--- src/common/isvm_pkg.sv ---
// Shared constants and types for the interrupt source to vector mapping
package isvm_pkg;

  // Range of vectors handled by this block
  localparam int VEC_LO = 42;
  localparam int VEC_HI = 116;

  // Reserved vectors with no source
  localparam int VEC_RSV_A = 42;
  localparam int VEC_RSV_B = 45;
  localparam int VEC_RSV_C = 49;

  // Single-source vectors, except 46 which ORs the four wakeup events
  localparam int VEC_SEM_CORE1 = 43;
  localparam int VEC_SEM_CORE0 = 44;
  localparam int VEC_WAKEUP = 46;
  localparam int VEC_LOW_VOLT = 47;
  localparam int VEC_I2C = 48;

  // Clock monitor vectors, not sourced here
  localparam int VEC_CLK_LOSS = 50;
  localparam int VEC_LOCK_LOSS = 51;

  // External interrupt group
  localparam int VEC_EXT_OVR = 52;
  localparam int VEC_EXT_FIRST = 53;
  localparam int EXT_SINGLE_N = 4;
  localparam int VEC_EXT_UPPER = 57;
  localparam int EXT_N = 16;

  // Timer channel group
  localparam int VEC_TMR_FIRST = 58;
  localparam int TMR_N = 24;

  // Converter FIFO group
  localparam int VEC_CNV_OVR = 82;
  localparam int VEC_CNV_FIRST = 83;
  localparam int CNV_N = 6;
  localparam int CNV_STRIDE = 5;
  localparam int CNV_NONCOH_POS = 0;
  localparam int CNV_PAUSE_POS = 1;
  localparam int CNV_EOQ_POS = 2;
  localparam int CNV_FILL_POS = 3;
  localparam int CNV_DRAIN_POS = 4;

  // Serial unit group
  localparam int VEC_SER_FIRST = 113;
  localparam int SER_N = 4;
  localparam int SCI_EVT_W = 9;
  localparam int LIN_EVT_W = 9;

  // Serial status event positions
  localparam int SCI_TX_EMPTY_POS = 0;
  localparam int SCI_TX_DONE_POS = 1;
  localparam int SCI_RX_FULL_POS = 2;
  localparam int SCI_IDLE_POS = 3;
  localparam int SCI_OVERRUN_POS = 4;
  localparam int SCI_NOISE_POS = 5;
  localparam int SCI_FRAMING_POS = 6;
  localparam int SCI_PARITY_POS = 7;
  localparam int SCI_BIT_ERR_POS = 8;

  // LIN event positions
  localparam int LIN_RX_RDY_POS = 0;
  localparam int LIN_TX_RDY_POS = 1;
  localparam int LIN_WAKE_POS = 2;
  localparam int LIN_TIMEOUT_POS = 3;
  localparam int LIN_PHY_ERR_POS = 4;
  localparam int LIN_CRC_ERR_POS = 5;
  localparam int LIN_CHK_ERR_POS = 6;
  localparam int LIN_FRAME_POS = 7;
  localparam int LIN_RX_OVF_POS = 8;

  // Handler address calculation
  localparam int VEC_NUM_W = 8;
  localparam int BASE_W = 20;
  localparam int OFF_W = 12;
  localparam int ADDR_W = 32;
  localparam int VEC_ADDR_STEP = 4;
  localparam logic [11:0] SW_VEC_OFFSET = 12'h040;

  // Reset values
  localparam logic [VEC_HI:VEC_LO] VEC_REQ_RST = '0;
  localparam logic [ADDR_W-1:0] ADDR_RST = 32'h0000_0000;

  // Vector request vector type
  typedef logic [VEC_HI:VEC_LO] isvm_vec_t;

endpackage

--- src/common/isvm_serial_if.sv ---
`timescale 1ns/1ps
// Event bundle of one serial unit and its combined request
interface isvm_serial_if;
  import isvm_pkg::*;
  logic [SCI_EVT_W-1:0] sci_evt; // Serial status events
  logic [LIN_EVT_W-1:0] lin_evt; // LIN status events
  logic comb_req; // Combined request back to the mapper

  // Mapper side
  modport src (output sci_evt, output lin_evt, input comb_req);
  // Combiner side
  modport comb (input sci_evt, input lin_evt, output comb_req);
endinterface

--- src/hdl/isvm_serial_comb.sv ---
`timescale 1ns/1ps
// Combines every serial and LIN event of one unit into one request
module isvm_serial_comb (
  isvm_serial_if.comb bus
);
  import isvm_pkg::*;

  // Any serial status event
  logic sci_any;
  // Any LIN event
  logic lin_any;

  // Serial status requests ORed together
  assign sci_any = |bus.sci_evt;
  // LIN requests join the same vector
  assign lin_any = |bus.lin_evt;
  // One shared request for the unit
  assign bus.comb_req = sci_any | lin_any;

endmodule

--- src/hdl/isvm_top.sv ---
`timescale 1ns/1ps
// Functional notes
// - Semaphore free per core drives 43, 44
// - Vector 46 ORs the four wakeup unit events (pin, periodic, RTC match, RTC rollover)
// - Vector 47 follows low-voltage inhibit event
// - Vector 48 follows the I2C event flag
// - Vector 52 ORs all sixteen overrun bits
// - External flags 0 to 3 drive 53-56
// - Vector 57 ORs external flags 4 to 15
// - Timer channels 0-23 drive vectors 58-81
// - Vector 82 ORs all converter error flags
// - Five vectors per converter FIFO from 83
// - Serial units A-D combine onto 113-116
// - LIN events join their unit's request
// - Hardware mode handler at base plus vector*4
// - Shared vectors are the OR of sources
module isvm_top (
  // System clock, 20 MHz
  input wire logic sys_clk,
  // Asynchronous reset, active low
  input wire logic rst_n,
  // Semaphore freed for core 1 and core 0 requester
  input wire logic sem_free_core1,
  input wire logic sem_free_core0,
  // Wakeup unit events
  input wire logic pin_wakeup,
  input wire logic periodic_wakeup,
  input wire logic rtc_match,
  input wire logic rtc_rollover,
  // Supply monitor event
  input wire logic low_voltage_inhibit,
  // I2C single interrupt flag
  input wire logic i2c_event_flag,
  // External interrupt overrun bits
  input wire logic [isvm_pkg::EXT_N-1:0] ext_irq_overrun_bits,
  // External interrupt status flags
  input wire logic [isvm_pkg::EXT_N-1:0] ext_irq_status_reg,
  // Timer channel flags
  input wire logic [isvm_pkg::TMR_N-1:0] timer_chan_flags,
  // Converter FIFO error flags, one bit per FIFO
  input wire logic [isvm_pkg::CNV_N-1:0] trigger_overrun_flag,
  input wire logic [isvm_pkg::CNV_N-1:0] result_fifo_overflow_flag,
  input wire logic [isvm_pkg::CNV_N-1:0] cmd_fifo_underflow_flag,
  // Converter FIFO per-queue flags, one bit per FIFO
  input wire logic [isvm_pkg::CNV_N-1:0] cmd_noncoherency_flag,
  input wire logic [isvm_pkg::CNV_N-1:0] cmd_pause_flag,
  input wire logic [isvm_pkg::CNV_N-1:0] queue_end_flag,
  input wire logic [isvm_pkg::CNV_N-1:0] cmd_fifo_fill_flag,
  input wire logic [isvm_pkg::CNV_N-1:0] result_fifo_drain_flag,
  // Serial status events per unit
  input wire logic [isvm_pkg::SER_N-1:0][isvm_pkg::SCI_EVT_W-1:0] serial_status_evt,
  // LIN events per unit
  input wire logic [isvm_pkg::SER_N-1:0][isvm_pkg::LIN_EVT_W-1:0] lin_status_evt,
  // Handler lookup: vector mode, base and vector to look up
  input wire logic hw_vector_mode,
  input wire logic [isvm_pkg::BASE_W-1:0] vector_base,
  input wire logic [isvm_pkg::VEC_NUM_W-1:0] lookup_vector,
  // Registered vector requests toward the core
  output logic [isvm_pkg::VEC_HI:isvm_pkg::VEC_LO] vec_req_r,
  // Any vector of this range requested
  output logic any_req_r,
  // Handler address for the looked-up vector
  output logic [isvm_pkg::ADDR_W-1:0] handler_addr_r,
  // Looked-up vector is in range and not reserved in hardware mode, always set in software mode
  output logic lookup_valid_r
);
  import isvm_pkg::*;

  // Next value of the vector request register
  isvm_vec_t vec_req_nxt;
  // Next value of the any-request flag
  logic any_req_nxt;
  // Next handler address
  logic [ADDR_W-1:0] handler_addr_nxt;
  // Next lookup validity
  logic lookup_valid_nxt;
  // Combined wakeup request
  logic wake_any;
  // Combined converter error request
  logic cnv_err_any;
  // Lookup vector offset in bytes
  logic [OFF_W-1:0] hw_offset;
  // Lookup vector inside this block's range
  logic lookup_in_range;
  // Lookup vector is one of the reserved ones
  logic lookup_reserved;

  // Reserved vectors have no source
  assign vec_req_nxt[VEC_RSV_A] = 1'b0;
  assign vec_req_nxt[VEC_RSV_B] = 1'b0;
  assign vec_req_nxt[VEC_RSV_C] = 1'b0;

  // Clock monitor vectors are sourced outside this block
  assign vec_req_nxt[VEC_CLK_LOSS] = 1'b0;
  assign vec_req_nxt[VEC_LOCK_LOSS] = 1'b0;

  // Semaphore release per requesting core
  assign vec_req_nxt[VEC_SEM_CORE1] = sem_free_core1;
  assign vec_req_nxt[VEC_SEM_CORE0] = sem_free_core0;

  // Wakeup unit events merged into one request
  assign wake_any = pin_wakeup | periodic_wakeup | rtc_match | rtc_rollover;
  assign vec_req_nxt[VEC_WAKEUP] = wake_any;

  // Supply monitor event
  assign vec_req_nxt[VEC_LOW_VOLT] = low_voltage_inhibit;

  // I2C flag already merges its four causes inside the unit
  assign vec_req_nxt[VEC_I2C] = i2c_event_flag;

  // Any external interrupt overrun
  assign vec_req_nxt[VEC_EXT_OVR] = |ext_irq_overrun_bits;

  // External flags 0 to 3, one vector each
  generate
    for (genvar g = 0; g < EXT_SINGLE_N; g++) begin : g_ext
      assign vec_req_nxt[VEC_EXT_FIRST + g] = ext_irq_status_reg[g];
    end
  endgenerate

  // Upper external flags share one vector
  assign vec_req_nxt[VEC_EXT_UPPER] = |ext_irq_status_reg[EXT_N-1:EXT_SINGLE_N];

  // Timer channels, one vector each in channel order
  generate
    for (genvar g = 0; g < TMR_N; g++) begin : g_tmr
      assign vec_req_nxt[VEC_TMR_FIRST + g] = timer_chan_flags[g];
    end
  endgenerate

  // Error flags of every converter FIFO on one vector
  assign cnv_err_any = (|trigger_overrun_flag) | (|result_fifo_overflow_flag)
                     | (|cmd_fifo_underflow_flag);
  assign vec_req_nxt[VEC_CNV_OVR] = cnv_err_any;

  // Five vectors per converter FIFO, fixed order within each group
  generate
    for (genvar g = 0; g < CNV_N; g++) begin : g_cnv
      // Non-coherency first
      assign vec_req_nxt[VEC_CNV_FIRST + CNV_STRIDE*g + CNV_NONCOH_POS] =
        cmd_noncoherency_flag[g];
      // Then pause
      assign vec_req_nxt[VEC_CNV_FIRST + CNV_STRIDE*g + CNV_PAUSE_POS] =
        cmd_pause_flag[g];
      // Then end of queue
      assign vec_req_nxt[VEC_CNV_FIRST + CNV_STRIDE*g + CNV_EOQ_POS] =
        queue_end_flag[g];
      // Then command FIFO fill
      assign vec_req_nxt[VEC_CNV_FIRST + CNV_STRIDE*g + CNV_FILL_POS] =
        cmd_fifo_fill_flag[g];
      // Result FIFO drain last
      assign vec_req_nxt[VEC_CNV_FIRST + CNV_STRIDE*g + CNV_DRAIN_POS] =
        result_fifo_drain_flag[g];
    end
  endgenerate

  // Serial units: each combiner merges its serial and LIN events
  generate
    for (genvar g = 0; g < SER_N; g++) begin : g_ser
      // Event bundle for this unit
      isvm_serial_if ser_bus ();
      // Serial status events into the bundle
      assign ser_bus.sci_evt = serial_status_evt[g];
      // LIN events join the same bundle
      assign ser_bus.lin_evt = lin_status_evt[g];
      // Per-unit combiner
      isvm_serial_comb u_comb (
        .bus (ser_bus)
      );
      // Unit request onto its vector in unit order
      assign vec_req_nxt[VEC_SER_FIRST + g] = ser_bus.comb_req;
    end
  endgenerate

  // Summary of all requests in range
  assign any_req_nxt = |vec_req_nxt;

  // Byte offset of the looked-up vector from the base
  assign hw_offset = OFF_W'(lookup_vector * VEC_ADDR_STEP);

  // Range check for the looked-up vector
  assign lookup_in_range = (lookup_vector >= VEC_NUM_W'(VEC_LO))
                        && (lookup_vector <= VEC_NUM_W'(VEC_HI));

  // Reserved vectors have no handler
  assign lookup_reserved = (lookup_vector == VEC_NUM_W'(VEC_RSV_A))
                        || (lookup_vector == VEC_NUM_W'(VEC_RSV_B))
                        || (lookup_vector == VEC_NUM_W'(VEC_RSV_C));

  // Handler address: per-vector in hardware mode, one entry otherwise
  always_comb begin
    if (hw_vector_mode) begin
      // Base plus vector number times four bytes
      handler_addr_nxt = {vector_base, hw_offset};
      lookup_valid_nxt = lookup_in_range && !lookup_reserved;
    end else begin
      // Software mode uses the shared external input entry
      handler_addr_nxt = {vector_base, SW_VEC_OFFSET};
      lookup_valid_nxt = 1'b1;
    end
  end

  // Vector request register, one cycle behind the flags
  always_ff @(posedge sys_clk or negedge rst_n) begin
    if (!rst_n) begin
      vec_req_r <= VEC_REQ_RST;
    end else begin
      vec_req_r <= vec_req_nxt;
    end
  end

  // Any-request summary register, aligned with the vector register
  always_ff @(posedge sys_clk or negedge rst_n) begin
    if (!rst_n) begin
      any_req_r <= 1'b0;
    end else begin
      any_req_r <= any_req_nxt;
    end
  end

  // Handler address register
  always_ff @(posedge sys_clk or negedge rst_n) begin
    if (!rst_n) begin
      handler_addr_r <= ADDR_RST;
    end else begin
      handler_addr_r <= handler_addr_nxt;
    end
  end

  // Lookup validity register, aligned with the address
  always_ff @(posedge sys_clk or negedge rst_n) begin
    if (!rst_n) begin
      lookup_valid_r <= 1'b0;
    end else begin
      lookup_valid_r <= lookup_valid_nxt;
    end
  end

endmodule

--- config.mk ---
export PLATFORM = sky130hd
export DESIGN_NAME = isvm_top
export DESIGN_NICKNAME = d
export VERILOG_FILES = /design/src/common/isvm_pkg.sv /design/src/common/isvm_serial_if.sv /design/src/hdl/isvm_serial_comb.sv /design/src/hdl/isvm_top.sv
export SDC_FILE = /design/constraint.sdc
export NUM_CORES = 1
export LEC_CHECK = 0
export ABC_AREA = 1
export ABC_CLOCK_PERIOD_IN_PS = 800
export BUFFER_PORTS_ARGS = -buffer_cell sky130_fd_sc_hd__buf_2
export CORE_AREA = 2 2 126 128
export CTS_CLUSTER_DIAMETER = 50
export CTS_CLUSTER_SIZE = 10
export DETAILED_ROUTE_END_ITERATION = 8
export DIE_AREA = 0 0 128 130
export HOLD_SLACK_MARGIN = 0.02
export PLACE_DENSITY = 0.6
export SETUP_SLACK_MARGIN = 0.5
export SLEW_MARGIN = 20
export SYNTH_ARGS = -nofsm -noshare
export SYNTH_HDL_FRONTEND = slang
export SYNTH_SLANG_ARGS = --single-unit
--- constraint.sdc ---
create_clock -name sys_clk -period 0.8 [get_ports sys_clk]
set_input_delay 0.16 -clock sys_clk [delete_from_list [all_inputs] [get_ports sys_clk]]
set_output_delay 0.16 -clock sys_clk [all_outputs]
set_load 0.01 [all_outputs]
==> results.md <==
* Vias in the first global route at 3,211
* Status: finished, violations left
* Post-route ant nets at 0
* Library cells used by synthesis at 17
* Setup violation total in the final timing report at 100
* Initial Util at between 20 and 25%
* Die Y at about 130 um
* RSZ-0062 raised after global routing: true
* Gate power share at between 15 and 20%
* Num CTS Buffers at 9
* Share of cells above drive strength 1 at 65.79%
* Largest area contributor in the netlist: dfrtp_1
* Max rail drop VDD at 0.0008879 V
* Top delay family on crit path: flip-flops
* Synth top area share at between 70% and 80%
* Clk Tree Root Cell: clkbuf_16
* Flop pwr share at between 40% and 50%
* Num rows at 46
* Tightest Hold Check Type: input port to asynchronous set/reset pin
* Multi-input gate area at around 1200 um2
* Hold_ws at -0.3312 ns
* Ant diodes at 0
* Failing checks: hold timing, setup timing
* Final Hold Vio Count at 172
* PortBufs at between 300 and 400
* P_int at ~8.5 mW
* DR WL/cell at between 10 and 15 um
* Fillers at approximately 1,500
* Commonest non-fill, non-tap cell in the layout: buf_2
* Die ar. at between 15,000 and 20,000 um2
* Drt pass-1 iters at 5
* Critical-path cell list: buf_6
* Final instance area at 6681 um2
* Max Root-Sink Buffers at 2
* Most frequent cells in the layout: buf_2 (227), dfrtp_1 (100), buf_6 (85), nor2_1 (58), nand2_1 (44)
* P_leak at between 3 and 4 nW
* Crit end category: output port
* Cell Area, Placed at roughly 5500 um2
* Tot Pwr at between 10 and 15 mW
* Layout area overhead at 94.32%
* Gr usage total at between 10% and 20%
* Final WL at approximately 12,000 um
* Final min period at roughly 1.0 ns
* CTS tree: done
* Setup WS post-layout at -0.2499 ns
* Crit path required time at roughly 0.64 ns
* IO Count at 324
* CP Launch Type: flip-flop
* Worst Path Class, Setup: flip-flop to output port
* Syn Area/Cell at roughly 11 um2
* Pwr/cell area at about 1700 nW/um2
* Clock-pin slew on the worst setup and hold paths at 0.07 ns
* Clk pwr share at a little under two fifths
* Synth top area cells: dfrtp_1 (73%), nor2_1 (13%), nand2_1 (6.9%)
* Crit-path max FO at 1
* Sw Pwr at around 2.9 mW
* Worst path bufs/invs at 1
* Crit path DAT at 0.89 ns
* Synthesized area at roughly 3400 um2
* Seq cells post-synth at 100
* Largest net degree at the start of global routing at 30
* Vias per inst at ~4.0
* DR iter-0 viols at 77
* Fmax at 952.5 MHz
* First-pass GRT wire length at 15,660 um
* Sw frac at between 20% and 30%
* Die W at 128 um
* Max Slew Vio Count at 0
* Initial antenna violation count at 0
* DR vias at approximately 3,500
* H-tree levels at 3
* Period utilisation layout at 131.2%
* Crit-path max cell delay at 0.41 ns
* Mapped Cells at 326
* Pre-CTS setup slack at -0.5117 ns
* NumNets Final at roughly 890
* Slowest cell on crit path: dfrtp_1
* Core outline area at 15,420 um2
* Grt ovf at 0
* Sequential area share after synthesis at 72.78%
* DPL Wire Length at 9240 um
* Setup TNS at -20.17 ns
* Clock tree sinks at 100
* Synth warn at 0
* Max-cap violations at 0
* DRC violations left at 0
* FF/Latch Area at approximately 2500 um2
* Final RePlAce weighted congestion at 0.7674
-- sequential cells by signal, indices dropped and copies added, names as in the netlist --
signal          count
handler_addr_r     28
vec_req_r          70
any_req_r           1
lookup_valid_r      1
-- worst max-delay path by stage --
stage	start	end	slack (ns)	depth (start not counted)
after detailed placement	cmd_noncoherency_flag[5]	any_req_r$_DFF_PN0_	-0.51	9
final	any_req_r$_DFF_PN0_	any_req_r	-0.25	1
after global placement	cmd_noncoherency_flag[5]	any_req_r$_DFF_PN0_	-0.51	9
after CTS	any_req_r$_DFF_PN0_	any_req_r	-0.31	1
after floorplan	trigger_overrun_flag[1]	any_req_r$_DFF_PN0_	-0.09	7
after global routing	any_req_r$_DFF_PN0_	any_req_r	-0.30	1
-- kinds of logic (layout without fill, tap and decap cells) --
| logic type | Yosys count | count (layout) | synth area share (%) |
|---|---|---|---|
| other | 1 | 9 | 0.1091 |
| flip-flops | 100 | 100 | 72.78 |
| AO/OA/AOI/OAI | 3 | 3 | 0.4363 |
| AND/OR/NAND/NOR | 197 | 197 | 22.96 |
| buffers and inverters | 25 | 375 | 3.711 |
-- power groups by stage --
stage,Clock (mW),Sequential (mW),Combinational (mW)
4_1_cts,4.39,5.34,1.59
2_1_floorplan,0,5.58,0.259
6_report,4.22,5.35,1.83
3_3_place_gp,0,5.43,1.42
5_1_grt,4.60,5.37,1.98
3_5_place_dp,0,5.44,1.44
-- area by class of cell --
type / instances / share of cell area (%)
clock inverter: 6 / 0.8427
clock buffer: 10 / 3.427
sequential: 100 / 37.45
timing repair buffer: 344 / 35.94
multi-input combinational: 209 / 17.90
tap: 192 / 3.595
inverter: 15 / 0.8427
-- Yosys cell counts --
| cell | n |
|---|---|
| and2_0 | 4 |
| o21ai_1 | 1 |
| or2_1 | 2 |
| nand2_1 | 63 |
| dfrtp_1 | 100 |
| inv_1 | 15 |
| clkbuf_1 | 1 |
| nand3_4 | 1 |
| buf_4 | 9 |
| nor2_2 | 2 |
| o21ai_0 | 1 |
| nand3_1 | 6 |
| nor2_1 | 117 |
| a21oi_1 | 1 |
| conb_1 | 1 |
| nand3_2 | 1 |
| or2_0 | 1 |
-- through the flow --
step                      util [%]  hold slack [ns]  cells
final                        43.32          -0.3312    876
after global routing         43.32          -0.3389    876
after CTS                    39.98          -0.3440    873
after detailed placement     35.87          0.03760    857
after global placement       35.87          0.03862    857
after floorplan                  -          -0.1356    334
-- routing by layer --
metal / vias up / global-route usage, % / wire length [um]
met4: 0 / 5.236 / 219
met1: 1592 / 12.23 / 3985
met5: - / 0 / 0
met2: 202 / 25.20 / 6778
li1: 1677 / - / -
met3: 19 / 4.141 / 953
-- what timing repair did --
| action | 4_1_cts | 5_1_grt |
|---|---|---|
| pin swaps | 54 | 69 |
| setup endpoints to repair | 109 | 109 |
| setup buffers | 0 | 3 |
| resized for setup | 82 | 110 |
| hold endpoints to repair | 182 | 178 |
No activity file was read; power rests on OpenSTA's default activity.
